### config.mk
export PLATFORM = sky130hd
export DESIGN_NAME = lcds_core
export DESIGN_NICKNAME = d
export VERILOG_FILES = /design/src/common/lcds_pkg.sv /design/src/core/lcds_core.sv
export VERILOG_INCLUDE_DIRS = /design/src /design/src/common
export SDC_FILE = /design/constraint.sdc
export NUM_CORES = 2
export LEC_CHECK = 0
export BUFFER_PORTS_ARGS = -buffer_cell sky130_fd_sc_hd__buf_2
export CAP_MARGIN = 15
export CORE_MARGIN = 3
export CORE_UTILIZATION = 66
export CTS_CLUSTER_SIZE = 20
export DETAILED_ROUTE_END_ITERATION = 8
export PLACE_DENSITY = 0.86
export RECOVER_POWER = 50
export SYNTH_ARGS = -nofsm -noshare
export SYNTH_HDL_FRONTEND = slang
export SYNTH_SLANG_ARGS = --single-unit
### constraint.sdc
create_clock -name mclk -period 17.64 [get_ports mclk]
set_input_delay 3.528 -clock mclk [delete_from_list [all_inputs] [get_ports mclk]]
set_output_delay 3.528 -clock mclk [all_outputs]
set_load 0.02 [all_outputs]
### src/common/lcds_params.svh
`ifndef LCDS_PARAMS_SVH
`define LCDS_PARAMS_SVH
// Register byte offsets on the AXI4-Lite port.
`define LCDS_OFS_CMD 8'h00
`define LCDS_OFS_DATA 8'h04
`define LCDS_OFS_STAT 8'h08
`define LCDS_OFS_CFG 8'h0C
// AXI responses.
`define LCDS_RESP_OKAY 2'h0
`define LCDS_RESP_SLVERR 2'h2
// Display memory geometry.
`define LCDS_WORDS 7'h32
`define LCDS_PTR_LIMIT 6'h32
`define LCDS_COLS 50
`define LCDS_COLS_16 6'h2A
// Pointer step sizes.
`define LCDS_STEP_ONE 6'h01
`define LCDS_STEP_CHAR 6'h05
// Command opcodes in bits 7:5 (bit 7 set means pointer load).
`define LCDS_OP_SMM 3'h0
`define LCDS_OP_DMODE 3'h1
`define LCDS_OP_SFF 3'h2
`define LCDS_OP_BIT 3'h3
// Scan timing: cycles per row at the fastest frame rate setting.
`define LCDS_ROW_BASE 20'h00400
// Drive levels.
`define LCDS_LVL_0 3'h0
`define LCDS_LVL_1 3'h1
`define LCDS_LVL_2 3'h2
`define LCDS_LVL_3 3'h3
`define LCDS_LVL_4 3'h4
`define LCDS_LVL_5 3'h5
`endif

### src/common/lcds_pkg.sv
package lcds_pkg;
   typedef enum logic [2:0] {
      DM_WRITE, DM_READ, DM_AND, DM_OR, DM_CHAR
   } lcds_dmode_e;
   typedef enum logic [1:0] {
      ST_HOLD, ST_INC, ST_DEC
   } lcds_step_e;
   typedef struct packed {
      logic [2:0] mode_code;
      logic sync_out;
      logic scan_bank;
      lcds_dmode_e dmode;
      lcds_step_e step;
      logic [3:0] frame_sel;
   } lcds_cfg_s;
endpackage

### src/core/lcds_core.sv
`timescale 1ns/1ns
`include "lcds_params.svh"
// Summary of operation
// - Pointer is 6-bit counter plus bank flag
// - Pointer load command sets bank and address
// - Bank flag selects memory bank
// - Counter addresses word 00H to 31H
// - Data transfers step pointer by mode setting
// - Bit commands step pointer as encoded
// - Character mode steps by five
// - Counter wraps over full 6-bit range
// - Addresses 32H-3FH access no memory
// - Two banks of 50 bytes
// - Written bytes transformed by data mode
// - Bit commands set or clear bits
// - Read mode returns pointed word
// - Refresh reads memory independent of host
// - Eight-row scan uses selected bank
// - Sixteen-row single chip uses 42 columns
// - Sixteen-row multi chip uses 50 columns
// - Drive level chosen per phase
// - Timing from frame rate and mode
// - Sync output once per frame
// - Sync input realigns frame
// - Mode code assigns pin roles
// - Act only on complete bytes
module lcds_core
   import lcds_pkg::*;
(
   // Clock and reset
   input wire logic mclk,
   input wire logic reset_n,
   // AXI4-Lite write channels
   input wire logic [7:0] awaddr,
   input wire logic awvalid,
   output logic awready,
   input wire logic [31:0] wdata,
   input wire logic [3:0] wstrb,
   input wire logic wvalid,
   output logic wready,
   output logic [1:0] bresp,
   output logic bvalid,
   input wire logic bready,
   // AXI4-Lite read channels
   input wire logic [7:0] araddr,
   input wire logic arvalid,
   output logic arready,
   output logic [31:0] rdata,
   output logic [1:0] rresp,
   output logic rvalid,
   input wire logic rready,
   // Panel drive levels
   output logic [41:0][2:0] column_outputs,
   output logic [7:0][2:0] low_row_outputs,
   output logic [7:0][2:0] dual_row_column_pins,
   // Frame sync pin
   input wire logic sync_i,
   output logic sync_o,
   output logic sync_oe
);
   logic [7:0] mem [0:2*`LCDS_COLS-1];
   logic aw_full_r, w_full_r;
   logic [7:0] aw_addr_r;
   logic [7:0] w_data_r;
   logic w_strb0_r;
   logic [5:0] ptr_r;
   logic bank_select_flag_r;
   lcds_cfg_s cfg_r;
   logic [19:0] div_r;
   logic [3:0] row_r;
   logic pol_r;
   logic sync_s1_r, sync_s2_r, sync_s3_r;
   logic wr_fire, wr_cmd, wr_dat, ar_got, rd_dat;
   logic [7:0] cmd;
   logic ptr_ok;
   logic [6:0] host_idx;
   logic [7:0] host_word, host_nv;
   logic host_we;
   logic is_bit, is_curs, is_load_pointer_immediate_cmd;
   logic [5:0] ptr_nxt;
   logic row_tick, frame_last, sync_align;
   logic [3:0] rows_last;
   logic [19:0] div_load;
   logic [49:0] col_on;

   function automatic logic [5:0] step_ptr(input logic [5:0] p,
                                            input lcds_step_e s,
                                            input logic [5:0] amt);
      case (s)
         ST_INC: step_ptr = p + amt;
         ST_DEC: step_ptr = p - amt;
         default: step_ptr = p;
      endcase
   endfunction

   function automatic logic [2:0] level(input logic sel, input logic pol,
                                        input logic is_row);
      if (is_row) begin
         level = sel ? (pol ? `LCDS_LVL_5 : `LCDS_LVL_0)
                     : (pol ? `LCDS_LVL_1 : `LCDS_LVL_4);
      end else begin
         level = sel ? (pol ? `LCDS_LVL_0 : `LCDS_LVL_5)
                     : (pol ? `LCDS_LVL_2 : `LCDS_LVL_3);
      end
   endfunction

   // Write address and data are taken in either order; both must be held.
   assign wr_fire = aw_full_r && w_full_r && !bvalid;
   assign ar_got = arvalid && arready;
   assign cmd = w_data_r;
   // A word with its low byte lane disabled carries no whole byte.
   assign wr_cmd = wr_fire && w_strb0_r && aw_addr_r == `LCDS_OFS_CMD;
   assign wr_dat = wr_fire && w_strb0_r && aw_addr_r == `LCDS_OFS_DATA;
   assign rd_dat = ar_got && araddr == `LCDS_OFS_DATA &&
                   cfg_r.dmode == DM_READ;
   assign is_load_pointer_immediate_cmd = wr_cmd && cmd[7];
   assign is_bit = wr_cmd && cmd[7:5] == `LCDS_OP_BIT;
   assign is_curs = wr_cmd && cmd[7:5] == `LCDS_OP_SFF && cmd[4];

   always_ff @(posedge mclk) begin
      if (!reset_n) begin
         aw_full_r <= 1'b0;
         awready <= 1'b0;
      end else if (awvalid && awready) begin
         aw_full_r <= 1'b1;
         awready <= 1'b0;
         aw_addr_r <= awaddr;
      end else begin
         if (wr_fire) begin
            aw_full_r <= 1'b0;
         end
         awready <= !aw_full_r && !bvalid && !wr_fire;
      end
   end

   always_ff @(posedge mclk) begin
      if (!reset_n) begin
         w_full_r <= 1'b0;
         wready <= 1'b0;
      end else if (wvalid && wready) begin
         w_full_r <= 1'b1;
         wready <= 1'b0;
         w_data_r <= wdata[7:0];
         w_strb0_r <= wstrb[0];
      end else begin
         if (wr_fire) begin
            w_full_r <= 1'b0;
         end
         wready <= !w_full_r && !bvalid && !wr_fire;
      end
   end

   always_ff @(posedge mclk) begin
      if (!reset_n) begin
         bvalid <= 1'b0;
         bresp <= `LCDS_RESP_OKAY;
      end else if (wr_fire) begin
         bvalid <= 1'b1;
         bresp <= (aw_addr_r == `LCDS_OFS_CMD ||
                   aw_addr_r == `LCDS_OFS_DATA) ?
                  `LCDS_RESP_OKAY : `LCDS_RESP_SLVERR;
      end else if (bready) begin
         bvalid <= 1'b0;
      end
   end

   always_ff @(posedge mclk) begin
      if (!reset_n) begin
         arready <= 1'b0;
         rvalid <= 1'b0;
         rdata <= 32'h0000_0000;
         rresp <= `LCDS_RESP_OKAY;
      end else if (ar_got) begin
         arready <= 1'b0;
         rvalid <= 1'b1;
         rresp <= `LCDS_RESP_OKAY;
         case (araddr)
            `LCDS_OFS_DATA: rdata <= {24'h00_0000,
                                      rd_dat ? host_word : 8'h00};
            `LCDS_OFS_STAT: rdata <= {16'h0000, pol_r, row_r,
                                      bank_select_flag_r, 4'h0, ptr_r};
            `LCDS_OFS_CFG: rdata <= {18'h00000, cfg_r};
            default: begin
               rdata <= 32'h0000_0000;
               rresp <= `LCDS_RESP_SLVERR;
            end
         endcase
      end else begin
         if (rready) begin
            rvalid <= 1'b0;
         end
         arready <= !rvalid || rready;
      end
   end

   // Host side of the memory. The refresh scan has its own read path, so
   // host traffic never stalls or disturbs the panel.
   assign ptr_ok = ptr_r < `LCDS_PTR_LIMIT;
   assign host_idx = bank_select_flag_r ? `LCDS_WORDS + {1'b0, ptr_r}
                                        : {1'b0, ptr_r};
   assign host_word = ptr_ok ? mem[host_idx] : 8'h00;

   always_comb begin
      host_nv = host_word;
      host_we = 1'b0;
      if (wr_dat && cfg_r.dmode != DM_READ) begin
         host_we = ptr_ok;
         case (cfg_r.dmode)
            DM_AND: host_nv = host_word & cmd;
            DM_OR: host_nv = host_word | cmd;
            default: host_nv = cmd;
         endcase
      end else if (is_bit) begin
         host_we = ptr_ok;
         host_nv = cmd[4] ? host_word | (8'h01 << cmd[2:0])
                          : host_word & ~(8'h01 << cmd[2:0]);
      end else if (is_curs) begin
         host_we = ptr_ok;
         host_nv = {cmd[0], host_word[6:0]};
      end
   end

   always_ff @(posedge mclk) begin
      if (host_we) begin
         mem[host_idx] <= host_nv;
      end
   end

   always_comb begin
      ptr_nxt = ptr_r;
      if (wr_dat || rd_dat) begin
         ptr_nxt = step_ptr(ptr_r, cfg_r.step,
                            cfg_r.dmode == DM_CHAR ? `LCDS_STEP_CHAR
                                                   : `LCDS_STEP_ONE);
      end else if (is_bit) begin
         ptr_nxt = cmd[3] ? ptr_r + `LCDS_STEP_ONE : ptr_r;
      end else if (is_curs) begin
         ptr_nxt = step_ptr(ptr_r, cfg_r.step, `LCDS_STEP_CHAR);
      end
   end

   always_ff @(posedge mclk) begin
      if (!reset_n) begin
         ptr_r <= 6'h00;
         bank_select_flag_r <= 1'b0;
      end else if (is_load_pointer_immediate_cmd) begin
         bank_select_flag_r <= cmd[6];
         ptr_r <= cmd[5:0];
      end else begin
         ptr_r <= ptr_nxt;
      end
   end

   always_ff @(posedge mclk) begin
      if (!reset_n) begin
         cfg_r <= '0;
      end else if (wr_cmd && !cmd[7]) begin
         case (cmd[7:5])
            `LCDS_OP_SMM: begin
               cfg_r.mode_code <= cmd[2:0];
               cfg_r.sync_out <= cmd[3];
               cfg_r.scan_bank <= cmd[4];
            end
            `LCDS_OP_DMODE: begin
               cfg_r.dmode <= lcds_dmode_e'(cmd[4:2]);
               cfg_r.step <= lcds_step_e'(cmd[1:0]);
            end
            `LCDS_OP_SFF: begin
               if (!cmd[4]) begin
                  cfg_r.frame_sel <= cmd[3:0];
               end
            end
            default: begin
            end
         endcase
      end
   end

   // Frame timing. The row period scales with the frame rate setting.
   assign rows_last = cfg_r.mode_code[2] ? 4'hF : 4'h7;
   assign div_load = 20'(({1'b0, cfg_r.frame_sel} + 5'h01) *
                         `LCDS_ROW_BASE) - 20'h00001;
   assign row_tick = div_r == 20'h00000;
   assign frame_last = row_tick && row_r == rows_last;
   assign sync_align = !cfg_r.sync_out && sync_s2_r && !sync_s3_r;

   always_ff @(posedge mclk) begin
      if (!reset_n) begin
         sync_s1_r <= 1'b0;
         sync_s2_r <= 1'b0;
         sync_s3_r <= 1'b0;
      end else begin
         sync_s1_r <= sync_i;
         sync_s2_r <= sync_s1_r;
         sync_s3_r <= sync_s2_r;
      end
   end

   always_ff @(posedge mclk) begin
      if (!reset_n) begin
         div_r <= 20'h00000;
         row_r <= 4'h0;
         pol_r <= 1'b0;
      end else if (sync_align) begin
         div_r <= div_load;
         row_r <= 4'h0;
      end else if (row_tick) begin
         div_r <= div_load;
         row_r <= frame_last ? 4'h0 : row_r + 4'h1;
         if (frame_last) begin
            pol_r <= !pol_r;
         end
      end else begin
         div_r <= div_r - 20'h00001;
      end
   end

   always_ff @(posedge mclk) begin
      if (!reset_n) begin
         sync_o <= 1'b0;
         sync_oe <= 1'b0;
      end else begin
         sync_oe <= cfg_r.sync_out;
         sync_o <= cfg_r.sync_out && frame_last;
      end
   end

   // Refresh read: sixteen-row modes take rows 8-15 from bank 1.
   genvar c;
   generate
      for (c = 0; c < `LCDS_COLS; c = c + 1) begin : g_col
         logic scan_bank;
         logic [6:0] scan_idx;
         assign scan_bank = cfg_r.mode_code[2] ? row_r[3]
                                               : cfg_r.scan_bank;
         assign scan_idx = scan_bank ? `LCDS_WORDS + 7'(c) : 7'(c);
         assign col_on[c] = mem[scan_idx][row_r[2:0]];
      end
      for (c = 0; c < 42; c = c + 1) begin : g_cdrv
         always_ff @(posedge mclk) begin
            if (!reset_n) begin
               column_outputs[c] <= `LCDS_LVL_0;
            end else begin
               column_outputs[c] <= level(col_on[c], pol_r, 1'b0);
            end
         end
      end
      for (c = 0; c < 8; c = c + 1) begin : g_rdrv
         logic [3:0] low_row;
         logic dual_is_row;
         assign low_row = (cfg_r.mode_code[2] && !cfg_r.mode_code[1]) ?
                          4'(c + 8) : 4'(c);
         assign dual_is_row = cfg_r.mode_code == 3'h7;
         always_ff @(posedge mclk) begin
            if (!reset_n) begin
               low_row_outputs[c] <= `LCDS_LVL_0;
               dual_row_column_pins[c] <= `LCDS_LVL_0;
            end else begin
               low_row_outputs[c] <= level(row_r == low_row, pol_r, 1'b1);
               dual_row_column_pins[c] <= dual_is_row ?
                  level(row_r == 4'(15 - c), pol_r, 1'b1) :
                  level(col_on[42 + c], pol_r, 1'b0);
            end
         end
      end
   endgenerate

   a_load_pointer_immediate_cmd_load: assert property (@(posedge mclk) disable iff (!reset_n)
      is_load_pointer_immediate_cmd |=> ptr_r == $past(cmd[5:0]) &&
                  bank_select_flag_r == $past(cmd[6]))
      else $error("pointer load not taken");
   a_data_inc: assert property (@(posedge mclk) disable iff (!reset_n)
      wr_dat && cfg_r.step == ST_INC && cfg_r.dmode != DM_CHAR
      |=> ptr_r == $past(ptr_r) + 6'h01)
      else $error("pointer did not step by one");
   a_char_dec: assert property (@(posedge mclk) disable iff (!reset_n)
      (wr_dat || is_curs) && cfg_r.step == ST_DEC && cfg_r.dmode == DM_CHAR
      |=> ptr_r == $past(ptr_r) - 6'h05)
      else $error("character step not five");
   a_wrap_down: assert property (@(posedge mclk) disable iff (!reset_n)
      wr_dat && ptr_r == 6'h00 && cfg_r.step == ST_DEC &&
      cfg_r.dmode != DM_CHAR |=> ptr_r == 6'h3F)
      else $error("pointer did not wrap");
   a_oob_no_write: assert property (@(posedge mclk) disable iff (!reset_n)
      ptr_r >= 6'h32 |-> !host_we)
      else $error("write outside memory");
   a_partial_byte: assert property (@(posedge mclk) disable iff (!reset_n)
      wr_fire && !w_strb0_r |=> $stable(ptr_r) && $stable(cfg_r))
      else $error("partial byte acted on");
   a_pol_flip: assert property (@(posedge mclk) disable iff (!reset_n)
      frame_last && !sync_align |=> pol_r != $past(pol_r) && row_r == 4'h0)
      else $error("polarity not alternated");
   a_sync_pulse: assert property (@(posedge mclk) disable iff (!reset_n)
      sync_o |-> sync_oe ##1 !sync_o)
      else $error("sync pulse malformed");
   a_sync_align: assert property (@(posedge mclk) disable iff (!reset_n)
      sync_align |=> row_r == 4'h0 && div_r == $past(div_load))
      else $error("frame not aligned to sync");
endmodule
==> reports/metrics.yaml <==
outcome:
  status: "finished, violations left"
  failed_checks: "design-rule violations, max-capacitance violations, max-slew violations"
cells_and_area:
  postLayoutCellArea_um2: 49800
  multi_input_area_um2: 15700
  final_cells: 4094
  final_util_pct: 73.6
  area.growth.synth_to_final_pct: 9.52
  nNetsFinal: 3210
  drive_gt1_share_pct: 18.8
  fill_cells: 3975
  regArea_um2: 28300
logic_synthesis:
  synth_cell_type_count: 94
  synthFlopType: "edfxtp_1"
  synthArstFlopShare_pct: 0
  synth_simple_gate_area_share_pct: 6.40
  yosysTopAreaCell: "edfxtp_1"
  synth_area_leaders: "edfxtp_1, mux4_2, dfxtp_1"
  avgSynthCellArea_um2: 15.0
  seq_area_frac_synth_pct: 62.1
  yosysTopAreaCellShare_pct: 53.9
  synth_common_cells: "edfxtp_1, nor2_1, mux4_2"
  yosysMostFrequentCell: "edfxtp_1"
  synth_edf_count: 817
  synth_area_um2: 45500
  ys_seq_elements: 1004
  synthXorXnorAreaFrac_pct: 0.770
  yosysWarnings: 0
  synth_top_family_by_area: "multiplexers"
  postSynthCellCount: 3028
  synthMuxAreaShare_pct: 18.5
  synth_compound_area_share_pct: 8.13
  synth_adder_area_share_pct: 0.302
clock_network:
  htree_levels: 3
  cts_tree: "done"
  clk_pin_slew_ns: 0.06
  cts.sinks: 1004
  clock_latency_ns: 0.67
  postCtsSetupRepairBufs: 0
  root_buffer: "clkbuf_16"
  cts_resized: 0
  ctsLongestPathBuffers: 3
  cts_hold_buf: 0
  cts_buffers: 98
global_routing:
  gr-usage-all-layers_pct: 39.7
  antenna_found_initial: 8
  grt_pass1_wl_mm: 206
  grt_max_degree: 101
  grt-ovfl-total: 0
  grt_pass1_vias: 30446
place:
  dp_cells: 3902
  io_buffers: 223
  globalplace.congestion: 1.03
  hpwlAfterDp_mm: 92.4
  place_area_um2: 46700
sta:
  slew_viol_final: 148
  setup_tns_ns: 0
  clock_skew_ns: 0.0362
  setup_viol: 0
  hold_viol: 0
  worst_pin_slew_ns: 3.91
  grt_setup_unrepaired: "false"
  fmax_mhz: 116
  fin_crit_ns: 8.59
  max_slew_margin_pct: -160
  whs_ns: 0.458
  min_period_over_period_pct: 48.7
power:
  power_density_nw_per_um2: 100
  vdd_drop_max_uv: 80.8
  p_leak_uw: 0.0158
detailed_routing:
  drt-initial-drc-count: 5762
  drc: 1
  wl_mm: 144
  vias: 31305
  drt_pass1_iterations: 9
  ant_nets: 0
  wl_per_cell_um: 35.2
  viasPerCell: 7.65
floorplanning:
  die_width_um: 269
  fp.dieH_um: 269
  core_area_um2: 67800
  pin_count: 277
  die-area_um2: 72100
  rows: 95
  start_util_pct: 67.2
critical_path:
  cp_max_fo: 82
  critPathCaptureType: "flop"
  regToRegStartpoint: "ptr_r[0]"
  required_ns: 17.78
  path_class: "in2reg"
  cp-start-kind: "input port"
  crit_path_start: "reset_n"
  arrival_ns: 8.74
hold_path:
  timing.hold.worst.start: "sync_s1_r"
  hp-class: "reg2reg"
flow_run:
  maxCapViolations: 3
-- critical path, stage by stage --
cell and delay (ns):
clkbuf_1 0.32, clkinvlp_2 1.15, clkbuf_1 2.79, nor2_1 0.84
-- state kept, by name (all words and copies together) (netlist names), 4 cells and up --
name / flops
mem: 800
column_outputs: 85
div_r: 20
dual_row_column_pins: 17
rdata: 16
cfg_r: 14
low_row_outputs: 9
aw_addr_r: 8
cmd: 8
ptr_r: 6
row_r: 4
-- per-stage QoR --
step	total power (µW)	setup WS (ns)
floorplan	2890	10.51
global placement	2940	10.95
detailed placement	2960	10.79
CTS	5000	10.72
global route	5120	8.57
finish	5000	9.05
-- layout by cell type (no fill, tap or decap), types with 93 or more instances in the layout --
| cell type | instances |
|---|---|
| a21oi_1 | 96 |
| a22oi_1 | 93 |
| mux2i_1 | 242 |
| edfxtp_1 | 817 |
| dfxtp_1 | 183 |
| clkbuf_16 | 106 |
| nor2_1 | 264 |
| nand2_1 | 96 |
| o22ai_1 | 98 |
| clkbuf_1 | 166 |
| mux4_2 | 256 |
-- layer usage --
metal / GRT usage (%) / share of wire, %
met1: 49.6 / 31
met2: 59.6 / 45
met3: 14.3 / 16
met4: 24.9 / 7.9
met5: 0.198 / 0.085
-- cell type report --
| cell class | instances | area share (%) |
|---|---|---|
| inverters | 17 | 0.141 |
| clock inverters | 35 | 0.537 |
| multi-input cells | 1734 | 31.6 |
| repair buffers | 284 | 2.90 |
| flip-flops and latches | 1004 | 56.8 |
| diodes | 1 | 0.00502 |
| well taps | 873 | 2.19 |
| clock buffers | 146 | 5.91 |
-- cell families after synthesis --
family          after synthesis
other cells                   1
compound gates              543
buf+inv                     315
mux                         518
fa+ha+maj                    11
simple gates                596
xor+xnor                     40
flops                      1004
-- path summary, 6_finish.rpt --
kind	endpoint	slack, ns	depth (start not counted)
worst max-delay path	aw_addr_r[6]	9.05	4
worst min-delay path	sync_s2_r	0.46	1
worst max register to register	mem[43][2]	10.47	11
worst min register to register	sync_s2_r	0.46	1
-- report_power, final --
group | internal [µW] | switching [µW]
Combinational | 141 | 175
Clock | 1200 | 895
Sequential | 2560 | 25.7
Note: power is estimated with default switching activity, not from simulation.
